**src/adcsq_pkg.sv**
```systemverilog
// Package for the sample sequencer control block: constants, types, states.
// Assumes a single 100 MHz clock domain and plain configuration ports.
package adcsq_pkg;
   localparam int ADCSQ_RES_W = 10;
   localparam int ADCSQ_NUM_SEQ = 4;
   localparam int ADCSQ_MAX_STEPS = 8;
   localparam int ADCSQ_STEP_W = 3;
   localparam int ADCSQ_SRC_W = 3;
   localparam int ADCSQ_WORD_W = 32;
   localparam int ADCSQ_FIFO_DEPTH = 32;
   localparam int ADCSQ_PRI_W = 2;
   localparam int ADCSQ_AVG_MAX = 64;
   localparam int ADCSQ_AVG_SEL_W = 3;
   localparam int ADCSQ_ACC_W = 16;
   localparam int ADCSQ_SEQ_W = 2;
   // Throughput: one conversion per microsecond
   localparam int ADCSQ_CLK_MHZ = 100;
   localparam int ADCSQ_SAMPLE_RATE_KSPS = 1000;
   localparam int ADCSQ_CONV_CYCLES = (ADCSQ_CLK_MHZ * 1000) / ADCSQ_SAMPLE_RATE_KSPS;
   localparam int ADCSQ_CNT_W = 8;
   localparam logic [ADCSQ_SRC_W-1:0] ADCSQ_SRC_TEMP = 3'h6;
   localparam logic [ADCSQ_ACC_W-1:0] ADCSQ_ACC_ZERO = 16'h0000;
   localparam logic [ADCSQ_PRI_W-1:0] ADCSQ_PRI_LOWEST = 2'h3;

   // Per-step settings of one sequencer step
   typedef struct packed {
      logic [ADCSQ_SRC_W-1:0] src;
      logic diff;
      logic irq_en;
      logic last;
   } adcsq_step_t;

   // Result as handed to the FIFO
   typedef struct packed {
      logic [ADCSQ_SEQ_W-1:0] seq;
      logic [ADCSQ_RES_W-1:0] data;
   } adcsq_res_t;

   typedef enum logic [1:0] {
      ADCSQ_IDLE = 2'b00,
      ADCSQ_CONV = 2'b01,
      ADCSQ_PUSH = 2'b11
   } adcsq_state_t;
endpackage

```
**src/adcsq_ctrl.sv**
```systemverilog
// Sample sequencer control: four sequencers, arbitration, averaging, result FIFOs.
// Assumes converter returns conv_data with conv_done; config ports are static while enabled.
// Operation
// Ten-bit results from six analog inputs or the temperature sensor.
// Four independent sequencers sample several sources without processor help.
// Programs of one to eight steps; each sequencer owns a result FIFO.
// Step sources, trigger, interrupts and priority set per sequencer.
// A triggered sequence runs all its steps back to back.
// Each step has source, differential mode, interrupt enable, last flag.
// Optional averaging accumulates up to 64 conversions into one result.
// Back-to-back steps sustain one million samples per second.
// Software clears the pin digital enable before analog use.
// FIFO words are 32 bits with the result in the low 10 bits.
// Last flag on any step ends the sequence after that step.
// Priority 0 highest arbitrates simultaneous triggers; values must differ.
// Finished step with interrupt enabled sets sticky raw status until cleared.
`timescale 1ns/100ps
module adcsq_ctrl
   import adcsq_pkg::*;
#(
   parameter int NSEQ = ADCSQ_NUM_SEQ,
   parameter int NSTEP = ADCSQ_MAX_STEPS,
   parameter int FDEPTH = ADCSQ_FIFO_DEPTH
) (
   input wire logic sys_clk,
   input wire logic reset,
   input wire logic [NSEQ-1:0] seq_enable,
   input wire logic [NSEQ-1:0] seq_trigger,
   input wire logic [NSEQ*NSTEP*$bits(adcsq_step_t)-1:0] step_cfg,
   input wire logic [NSEQ*ADCSQ_PRI_W-1:0] seq_priority,
   input wire logic [ADCSQ_AVG_SEL_W-1:0] avg_sel,
   input wire logic [NSEQ-1:0] irq_clear,
   output logic [NSEQ-1:0] raw_irq_status,
   output logic [NSEQ-1:0] seq_busy,
   output logic conv_start,
   output logic [ADCSQ_SRC_W-1:0] conv_src,
   output logic conv_diff,
   input wire logic conv_done,
   input wire logic [ADCSQ_RES_W-1:0] conv_data,
   output logic [NSEQ-1:0] fifo_valid,
   input wire logic [NSEQ-1:0] fifo_ready,
   output logic [NSEQ*ADCSQ_WORD_W-1:0] fifo_data
);
   // Averaging counter must reach the largest count, hence one bit over its log
   localparam int AVG_CNT_W = $clog2(ADCSQ_AVG_MAX) + 1;
   // Largest averaging exponent; a larger select clamps the count here
   localparam int AVG_EXP_MAX = $clog2(ADCSQ_AVG_MAX);

   // Whole controller state, registered as one word
   typedef struct packed {
      adcsq_state_t state;
      logic [NSEQ-1:0] pend;
      logic [ADCSQ_SEQ_W-1:0] seq;
      logic [ADCSQ_STEP_W-1:0] step;
      logic [AVG_CNT_W-1:0] avg_cnt;
      logic [ADCSQ_ACC_W-1:0] acc;
      logic [ADCSQ_CNT_W-1:0] pace;
      logic [NSEQ-1:0] irq;
      logic start;
      logic again; // Averaging conversion waiting for its slot
      logic [ADCSQ_SRC_W-1:0] src;
      logic diff;
      adcsq_res_t res;
   } adcsq_ctrl_st_t;
   adcsq_ctrl_st_t st_r, st_nxt;

   // FIFO write handshake, one bit per sequencer
   logic [NSEQ-1:0] push_vld;
   logic [NSEQ-1:0] push_rdy;
   adcsq_step_t cur;

   // Step settings lookup
   function automatic adcsq_step_t step_of(input logic [ADCSQ_SEQ_W-1:0] s,
                                           input logic [ADCSQ_STEP_W-1:0] k);
      step_of = step_cfg[(int'(s)*NSTEP+int'(k))*$bits(adcsq_step_t) +: $bits(adcsq_step_t)];
   endfunction

   // Priority field of one sequencer, 0 being the most urgent
   function automatic logic [ADCSQ_PRI_W-1:0] pri_of(input int s);
      pri_of = seq_priority[s*ADCSQ_PRI_W +: ADCSQ_PRI_W];
   endfunction

   // Settings of the step now converting
   assign cur = step_of(st_r.seq, st_r.step);

   // Drive converter and status outputs from state
   assign conv_start = st_r.start;
   assign conv_src = st_r.src;
   assign conv_diff = st_r.diff;
   assign raw_irq_status = st_r.irq;

   // Next state logic
   always_comb begin
      logic found;
      logic [ADCSQ_PRI_W-1:0] best;
      logic [ADCSQ_SEQ_W-1:0] win;
      logic [ADCSQ_ACC_W-1:0] sum;
      logic [AVG_CNT_W-1:0] need;
      found = 1'b0;
      best = ADCSQ_PRI_LOWEST;
      win = '0;
      sum = ADCSQ_ACC_ZERO;
      need = '0;
      st_nxt = st_r;
      st_nxt.start = 1'b0;
      // Latch triggers of enabled sequencers as pending
      st_nxt.pend = st_r.pend | (seq_trigger & seq_enable);
      // Sticky status: set wins over clear
      st_nxt.irq = st_r.irq & ~irq_clear;
      // Pacing counter: one conversion slot per microsecond
      if (st_r.pace != '0) begin
         st_nxt.pace = st_r.pace - 1'b1;
      end
      case (st_r.state)
         ADCSQ_IDLE: begin
            // Lowest priority value wins among pending sequencers
            for (int i = 0; i < NSEQ; i++) begin
               if (st_r.pend[i] && seq_enable[i] &&
                   (!found || pri_of(i) < best)) begin
                  found = 1'b1;
                  best = pri_of(i);
                  win = ADCSQ_SEQ_W'(i);
               end
            end
            // Start only once the previous conversion's slot has run out
            if (found && st_r.pace == '0) begin
               st_nxt.seq = win;
               st_nxt.step = '0;
               st_nxt.acc = ADCSQ_ACC_ZERO;
               st_nxt.avg_cnt = '0;
               st_nxt.start = 1'b1;
               st_nxt.src = step_of(win, '0).src;
               st_nxt.diff = step_of(win, '0).diff;
               st_nxt.pace = ADCSQ_CNT_W'(ADCSQ_CONV_CYCLES - 1);
               st_nxt.state = ADCSQ_CONV;
            end
         end
         ADCSQ_CONV: begin
            if (conv_done) begin
               // Averaging over 2**avg_sel conversions, count clamped at the maximum
               sum = st_r.acc + ADCSQ_ACC_W'(conv_data);
               if (avg_sel > ADCSQ_AVG_SEL_W'(AVG_EXP_MAX)) begin
                  need = AVG_CNT_W'(ADCSQ_AVG_MAX);
               end else begin
                  need = AVG_CNT_W'(1) << avg_sel;
               end
               if (st_r.avg_cnt + 1'b1 >= need) begin
                  st_nxt.res.seq = st_r.seq;
                  st_nxt.res.data = ADCSQ_RES_W'(sum >> avg_sel);
                  st_nxt.state = ADCSQ_PUSH;
               end else begin
                  // Keep the partial sum; the repeat conversion waits for its slot
                  st_nxt.acc = sum;
                  st_nxt.avg_cnt = st_r.avg_cnt + 1'b1;
                  st_nxt.again = 1'b1;
               end
            end else if (st_r.again && st_r.pace == '0) begin
               // Repeat conversion of the same step, paced like any other
               st_nxt.again = 1'b0;
               st_nxt.start = 1'b1;
               st_nxt.pace = ADCSQ_CNT_W'(ADCSQ_CONV_CYCLES - 1);
            end
         end
         ADCSQ_PUSH: begin
            // Wait for room in this sequencer's FIFO, then advance
            if (push_rdy[st_r.seq] && st_r.pace == '0) begin
               // Raw status set on the push edge; set wins over a clear
               if (cur.irq_en) begin
                  st_nxt.irq[st_r.seq] = 1'b1;
               end
               // Last flag or final slot closes the sequence; re-pend if still triggered
               if (cur.last || st_r.step == ADCSQ_STEP_W'(NSTEP - 1)) begin
                  st_nxt.pend[st_r.seq] = seq_trigger[st_r.seq] & seq_enable[st_r.seq];
                  st_nxt.state = ADCSQ_IDLE;
               end else begin
                  // Next step follows without software involvement
                  st_nxt.step = st_r.step + 1'b1;
                  st_nxt.acc = ADCSQ_ACC_ZERO;
                  st_nxt.avg_cnt = '0;
                  st_nxt.start = 1'b1;
                  st_nxt.src = step_of(st_r.seq, st_r.step + 1'b1).src;
                  st_nxt.diff = step_of(st_r.seq, st_r.step + 1'b1).diff;
                  st_nxt.pace = ADCSQ_CNT_W'(ADCSQ_CONV_CYCLES - 1);
                  st_nxt.state = ADCSQ_CONV;
               end
            end
         end
         default: begin
            st_nxt.state = ADCSQ_IDLE;
         end
      endcase
   end

   // State register
   always_ff @(posedge sys_clk) begin
      if (reset) begin
         st_r <= '0;
      end else begin
         st_r <= st_nxt;
      end
   end

   // One FIFO per sequencer, result zero-extended into the low bits
   genvar g;
   generate
      for (g = 0; g < NSEQ; g++) begin : g_fifo
         // Push only once the pacing slot has expired
         assign push_vld[g] = (st_r.state == ADCSQ_PUSH) && (st_r.seq == ADCSQ_SEQ_W'(g)) &&
                              (st_r.pace == '0);
         assign seq_busy[g] = (st_r.state != ADCSQ_IDLE) && (st_r.seq == ADCSQ_SEQ_W'(g));
         adcsq_fifo #(.WIDTH(ADCSQ_WORD_W), .DEPTH(FDEPTH)) u_fifo (
            .sys_clk(sys_clk),
            .reset(reset),
            .in_valid(push_vld[g]),
            .in_ready(push_rdy[g]),
            .in_data({{(ADCSQ_WORD_W-ADCSQ_RES_W){1'b0}}, st_r.res.data}),
            .out_valid(fifo_valid[g]),
            .out_ready(fifo_ready[g]),
            .out_data(fifo_data[g*ADCSQ_WORD_W +: ADCSQ_WORD_W])
         );
      end
   endgenerate
endmodule

```
**src/adcsq_fifo.sv**
```systemverilog
// Result FIFO with valid/ready on both sides, width and depth as parameters.
// Assumes one clock and synchronous active-high reset.
`timescale 1ns/100ps
module adcsq_fifo
   import adcsq_pkg::*;
#(
   parameter int WIDTH = ADCSQ_WORD_W,
   parameter int DEPTH = ADCSQ_FIFO_DEPTH
) (
   input wire logic sys_clk,
   input wire logic reset,
   input wire logic in_valid,
   output logic in_ready,
   input wire logic [WIDTH-1:0] in_data,
   output logic out_valid,
   input wire logic out_ready,
   output logic [WIDTH-1:0] out_data
);
   localparam int AW = $clog2(DEPTH);
   typedef struct packed {
      logic [AW-1:0] wp;
      logic [AW-1:0] rp;
      logic [AW:0] cnt;
   } adcsq_fifo_st_t;
   adcsq_fifo_st_t st_r, st_nxt;
   logic [WIDTH-1:0] mem [DEPTH];
   logic push, pop;

   // Handshake flags
   assign in_ready = (st_r.cnt != (AW+1)'(DEPTH));
   assign out_valid = (st_r.cnt != '0);
   assign push = in_valid && in_ready;
   assign pop = out_valid && out_ready;
   assign out_data = mem[st_r.rp];

   // Pointer and count update
   always_comb begin
      st_nxt = st_r;
      if (push) begin
         st_nxt.wp = (st_r.wp == AW'(DEPTH-1)) ? '0 : st_r.wp + 1'b1;
      end
      if (pop) begin
         st_nxt.rp = (st_r.rp == AW'(DEPTH-1)) ? '0 : st_r.rp + 1'b1;
      end
      st_nxt.cnt = st_r.cnt + (AW+1)'(push) - (AW+1)'(pop);
   end

   // State register and storage
   always_ff @(posedge sys_clk) begin
      if (reset) begin
         st_r <= '0;
      end else begin
         st_r <= st_nxt;
      end
      if (push) begin
         mem[st_r.wp] <= in_data;
      end
   end
endmodule

```
**config.mk**
```make
export PLATFORM = sky130hd
export DESIGN_NAME = adcsq_ctrl
export DESIGN_NICKNAME = d
export VERILOG_FILES = /design/src/adcsq_pkg.sv /design/src/adcsq_ctrl.sv /design/src/adcsq_fifo.sv
export SDC_FILE = /design/constraint.sdc
export NUM_CORES = 2
export LEC_CHECK = 0
export BUFFER_PORTS_ARGS = -buffer_cell sky130_fd_sc_hd__buf_4
export CAP_MARGIN = 0
export CORE_MARGIN = 2
export CORE_UTILIZATION = 25
export CTS_CLUSTER_DIAMETER = 120
export CTS_CLUSTER_SIZE = 30
export DETAILED_ROUTE_END_ITERATION = 12
export PLACE_DENSITY = 0.51
export RECOVER_POWER = 50
export SLEW_MARGIN = 10
export SYNTH_ARGS = -nofsm -noshare
export SYNTH_HDL_FRONTEND = slang
export SYNTH_SLANG_ARGS = --single-unit
```
**constraint.sdc**
```tcl
create_clock -name sys_clk -period 8.8 [get_ports sys_clk]
set_input_delay 1.76 -clock sys_clk [delete_from_list [all_inputs] [get_ports sys_clk]]
set_output_delay 1.76 -clock sys_clk [all_outputs]
set_load 0.02 [all_outputs]
```
# --- Yosys cells after proc, flatten, opt, wreduce, memory -nomap -nowiden ---
# Memories as Yosys holds them, arrays and structs flattened. A register that Yosys moved wholly into a read port is not among the register bits.
# Cells that the tools add are included.
# W data, S select, Z words.
totals:
  reg_bits: 126
  ramBits: 1280
  memories: 4
  input_bits: 232
classes:
  multipliers: 3
  order_cmp: 7
  n_eq_ne: 25
  n_reduce_logical: 56
  muxes: 85
  shifts: 5
  n_bitwise: 6
  n_addsub: 22
memory_table:
  columns: ["name", "words", "width", "read_ports", "rd_ports_with_merged_regs", "write_ports", "line", "rtl"]
  rows:
  - ["g_fifo[0].u_fifo.mem", 32, 10, 1, 1, 1, "adcsq_fifo.sv:26", "logic [WIDTH-1:0] mem [DEPTH];"]
  - ["g_fifo[1].u_fifo.mem", 32, 10, 1, 1, 1, "adcsq_fifo.sv:26", null]
  - ["g_fifo[2].u_fifo.mem", 32, 10, 1, 1, 1, "adcsq_fifo.sv:26", null]
  - ["g_fifo[3].u_fifo.mem", 32, 10, 1, 1, 1, "adcsq_fifo.sv:26", null]
op_table:
  columns: ["operator", "n"]
  rows:
  - ["$shiftx A192 B10 Y2", 1]
  - ["$shiftx A192 B10 Y6", 1]
  - ["$shiftx A192 B9 Y6", 1]
  - ["$pmux W31 S3", 1]
  - ["$mux W5", 16]
  - ["$mux W34", 2]
  - ["$mux W23", 2]
  - ["$add A5 B1 Y5 const B", 8]
  - ["$eq A5 B5 Y1 const B", 8]
  - ["$mux W39", 1]
  - ["$logic_and A1 B1 Y1", 31]
  - ["$mux W4", 7]
  - ["$mux W1", 27]
  - ["$mux W2", 13]
  - ["$add A6 B1 Y6", 4]
  - ["$mux W8", 3]
  - ["$ne A6 B6 Y1 const B", 4]
  - ["$reduce_bool A6 Y1", 4]
  - ["$sub A6 B1 Y6", 4]
  - ["$mux W7", 3]
  - ["$add A16 B10 Y16", 1]
  - ["$mul A6 B2 Y8 const B", 2]
  - ["$shr A16 B3 Y10", 1]
  - ["$ne A2 B2 Y1 const B", 7]
  - ["37 further kinds", 57]

# --- Logic depth before layout (Yosys ltp) ---
logic_depth:
  ltp_word: 22
  mapped_depth: 18
  mapped_depth_nobuf: 17

# --- Hierarchy ---
# Synthesis repeated with hierarchy kept, for this count alone.
hier_totals:
  cells_unflattened: 8868
  hier_area_um2: 167582.0
modules_own_cells:
  columns: ["module", "area_each_um2", "cells_each", "n_inst"]
  rows:
  - ["adcsq_fifo (g_fifo[1].u_fifo)", 40360.0, 2045, 1]
  - ["adcsq_fifo (g_fifo[0].u_fifo)", 40357.5, 2045, 1]
  - ["adcsq_fifo (g_fifo[2].u_fifo)", 40356.2, 2046, 1]
  - ["adcsq_fifo (g_fifo[3].u_fifo)", 40353.7, 2046, 1]
  - ["adcsq_ctrl", 6154.7, 686, 1]

# --- Least setup slack after synthesis ---
# No wires, ideal clock.
synth_timing:
  kind: "input-to-reg"
  startpoint: "input avg_sel[1]"
  endpoint: "register st_r[43] (netlist name)"
  path_stages: 13
  arrival_time_ns: 4.617
  path_slack_ns: 4.092
  required_ns: 8.709
  cell_sequence: "clkbuf_1 > clkbuf_1 > nor3_1 > ha_1 > nand2b_1 > a21o_1 > a21oi_1 > o21ai_0 > a211oi_1 > clkbuf_1 > clkbuf_1 > a21oi_1 > a311oi_1"
synth_between:
  elab_chain_cells: 7
  elab_cells_between_ends: 8
synth_lines:
  columns: ["item", "line", "rtl"]
  rows:
  - ["start, declared", "adcsq_ctrl.sv:31", "input wire logic [ADCSQ_AVG_SEL_W-1:0] avg_sel,"]
  - ["$gt A3 B3 Y1 or $shl A1 B3 Y7 (tied branches)", "adcsq_ctrl.sv:142, adcsq_ctrl.sv:145", null]
  - ["$mux W7 (*)", "adcsq_ctrl.sv:142", "if (avg_sel > ADCSQ_AVG_SEL_W'(AVG_EXP_MAX)) begin"]
  - ["$mux W7 (*)", "adcsq_ctrl.sv:139", "if (conv_done) begin"]
  - ["$mux W7 (*)", "adcsq_ctrl.sv:114", "case (st_r.state)"]
  - ["$ge A7 B7 Y1 (*)", "adcsq_ctrl.sv:147", "if (st_r.avg_cnt + 1'b1 >= need) begin"]
  - ["$ne A2 B2 Y1 (no line) (*)", null, null]
  - ["$reduce_and A6 Y1 (no line) (*)", null, null]
  - ["end signal, assigned", "adcsq_ctrl.sv:199", "st_r <= st_nxt;"]
  - ["end, declared", "adcsq_ctrl.sv:65", "adcsq_ctrl_st_t st_r, st_nxt;"]
# Mark *: on every way between the ends. The rest lies on a longest branch, timed or not. The select of a mux whose other input is x is not followed.
# A chain may end at the register's enable or synchronous reset.

==> impl_metrics.py <==
metrics = {
    "cells_and_area": {
        "drive_gt1_share_pct": 28.8,
        "final_common_cell": "edfxtp_1",
        "layout_common_cells": "edfxtp_1 (1280), mux4_2 (468), buf_4 (351)",
        "area_growth_pct": 12.8,
        "regArea_um2": 41400,
        "multi_input_area_um2": 17200,
        "utilization_pct": 28.4,
        "fillCellCount": 23561,
        "nets": 3774,
        "fin_cells": 6673,
        "final_area_um2": 67500,
    },
    "synthesis": {
        "synth-main-ff-cell": "edfxtp_1",
        "postSynthAreaPerCell_um2": 18.8,
        "synth-edff-count": 1280,
        "async_flop_share_pct": 0,
        "syn_inst": 3187,
        "synth_top_area_cell": "edfxtp_1",
        "syn_area_um2": 59800,
        "yosysSeqAreaShare_pct": 69.1,
        "ys_ff_latch": 1426,
        "yosys_warnings": 0,
        "synth_top_area_share_pct": 64.3,
        "yosys-top-cells-area": "edfxtp_1 (64%), mux4_2 (18%), dfxtp_1 (4.9%), ha_1 (1.8%), nor2_1 (1.6%)",
        "synth_cell_type_count": 74,
    },
    "sta": {
        "clock_skew_ns": 0.0734,
        "fin_crit_sh_pct": 67.6,
        "setup_violations": 0,
        "slew_headroom_pct": -187,
        "post-route-worst-setup-slack_ns": 2.85,
        "hold_violations": 0,
        "period_minus_slack_ns": 5.95,
        "worstMarginPinSlew_ns": 4.30,
        "setup_tns_ns": 0,
        "drv_slew": 1335,
        "rsz0062_at_grt": "no",
        "fmax_mhz": 168,
    },
    "floorplanning": {
        "dieArea_um2": 243000,
        "io-pin-count": 377,
        "die_h_um": 493,
        "rows": 179,
        "core_um2": 238000,
        "initial_core_util_pct": 25.1,
        "die_w_um": 493,
    },
    "placed_design": {
        "dpl.cell_count": 6556,
        "portBuffers": 288,
        "dp_hpwl_um": 97700,
        "gp_congestion": 0.739,
        "postPlaceCellArea_um2": 65700,
        "place_ws_ns": 3.55,
    },
    "clock_tree": {
        "cts_setup_buffers": 0,
        "clock_latency_ns": 0.78,
        "cts.sinks": 1426,
        "cts_max_level": 2,
        "numCtsBuffers": 59,
        "cts_resized": 0,
        "hold_buffers": 0,
        "cts_tree": "done",
        "cts_root_buf": "clkbuf_16",
        "cts_buffer_depth": 3,
        "clkTransAtPathRegs_ns": 0.11,
    },
    "global_route": {
        "grt_use_met2_pct": 20.7,
        "antenna_found_initial": 14,
        "grtUsageMet3_pct": 1.20,
        "grt_max_degree": 97,
        "grt_pass1_vias": 30886,
        "grt_pass1_wl_um": 218000,
        "grt_overflow": 0,
        "top_usage_layer": "met2",
        "grtUsageTotal_pct": 12.1,
        "use_met1_pct": 16.3,
    },
    "flow_run": {
        "cap_violations": 19,
    },
    "setup_path": {
        "start_kind": "flop",
        "worstPathMaxFanout": 45,
        "crit_type": "flop to output pin",
        "cp.arrival_ns": 4.19,
        "crit_path_end_kind": "output pin",
        "critPathRequiredTime_ns": 7.04,
    },
    "drt": {
        "drc_errors": 15,
        "viasPerCell": 4.49,
        "wl_um": 151000,
        "via_count": 29954,
        "drt-pass1-iter-count": 9,
        "drt_iter0_markers": 2404,
        "ant_nets": 0,
        "wl_per_cell_um": 22.6,
    },
    "power": {
        "p_leak_nw": 19.5,
        "power.density_nw_per_um2": 200,
        "peakVddDrop_mv": 0.203,
    },
    "hold_path": {
        "min_path_type": "flop to flop",
    },
    "outcome": {
        "outcome": "complete, but fails checks",
        "violations": "DRC, capacitance limit, slew limit",
    },
}
==> worst max-delay path, cell delays in order (launching register included) <==
cell     delay [ns]
dfxtp_4        0.87
buf_4          0.84
mux4_2         0.60
mux4_2         0.54
mux2_2         0.32
buf_4          0.17
==> cell usage after synthesis (all sizes together) (17+ instances only) <==
cell,count
a211oi,17
a21oi,94
buf,155
clkbuf,105
dfxtp,146
edfxtp,1280
ha,87
inv,67
mux2,51
mux4,468
nand2,99
nand3,28
nand3b,21
nor2,251
nor2b,19
nor3,28
o21ai,35
xnor2,28
==> kinds of logic after synthesis <==
| logic type | Yosys count | synth area share, % |
|---|---|---|
| compound gates | 240 | 2.63 |
| fa+ha+maj | 93 | 2.00 |
| flops | 1426 | 69.1 |
| simple gates | 532 | 4.21 |
| buf+inv | 330 | 2.74 |
| other cells | 1 | 0.00627 |
| xor+xnor | 40 | 0.586 |
| mux | 525 | 18.7 |
==> where the power goes <==
part	internal (mW)	switching, mW
Combinational	1.13	1.09
Sequential	7.43	0.249
Clock	1.36	2.21
==> path summary, 6_finish.rpt <==
kind | cells after the start | slack (ns) | endpoint | start
worst max-delay path | 5 | 2.85 | fifo_data[35] | flop
worst min-delay path | 2 | 0.47 | conv_src[1]$_SDFFE_PP0P_ | conv_src[1]$_SDFFE_PP0P_
worst max register to register | 1 | 3.63 | g_fifo[2].u_fifo.mem[5][3]$_DFFE_PP_ | st_r[3]$_SDFFE_PP0P_
worst min register to register | 2 | 0.47 | conv_src[1]$_SDFFE_PP0P_ | conv_src[1]$_SDFFE_PP0P_
==> state kept, by name, indices dropped and copies added (netlist names), named ones only <==
signal              cells
g_fifo.u_fifo.mem    1280
g_fifo.u_fifo.st_r     64
st_r                   53
raw_irq_status          4
conv_src                3
conv_diff               1
conv_start              1
==> area by class of cell <==
| class | count | area share [%] |
|---|---|---|
| antenna | 5 | 0.0185 |
| clock buffer | 97 | 2.43 |
| clock inverter | 15 | 0.414 |
| inverter | 70 | 0.391 |
| multi-input combinational | 1518 | 25.5 |
| sequential | 1426 | 61.4 |
| tap | 3167 | 5.87 |
| timing repair buffer | 375 | 4.04 |
==> per-stage QoR <==
step | hold WS, ns | power, mW
finish | 0.465 | 13.5
global route | 0.482 | 14.1
CTS | 0.468 | 13.7
detailed placement | 0.453 | 10.1
global placement | 0.447 | 10.1
floorplan | 0.432 | 9.44
==> per-layer routing <==
layer / vias to the layer above / part of all wire [%]
li1: 13146 / -
met1: 15925 / 43
met2: 720 / 50
met3: 155 / 4.1
met4: 8 / 2.5
met5: - / 0.035
No activity file was read; power rests on OpenSTA's default activity.
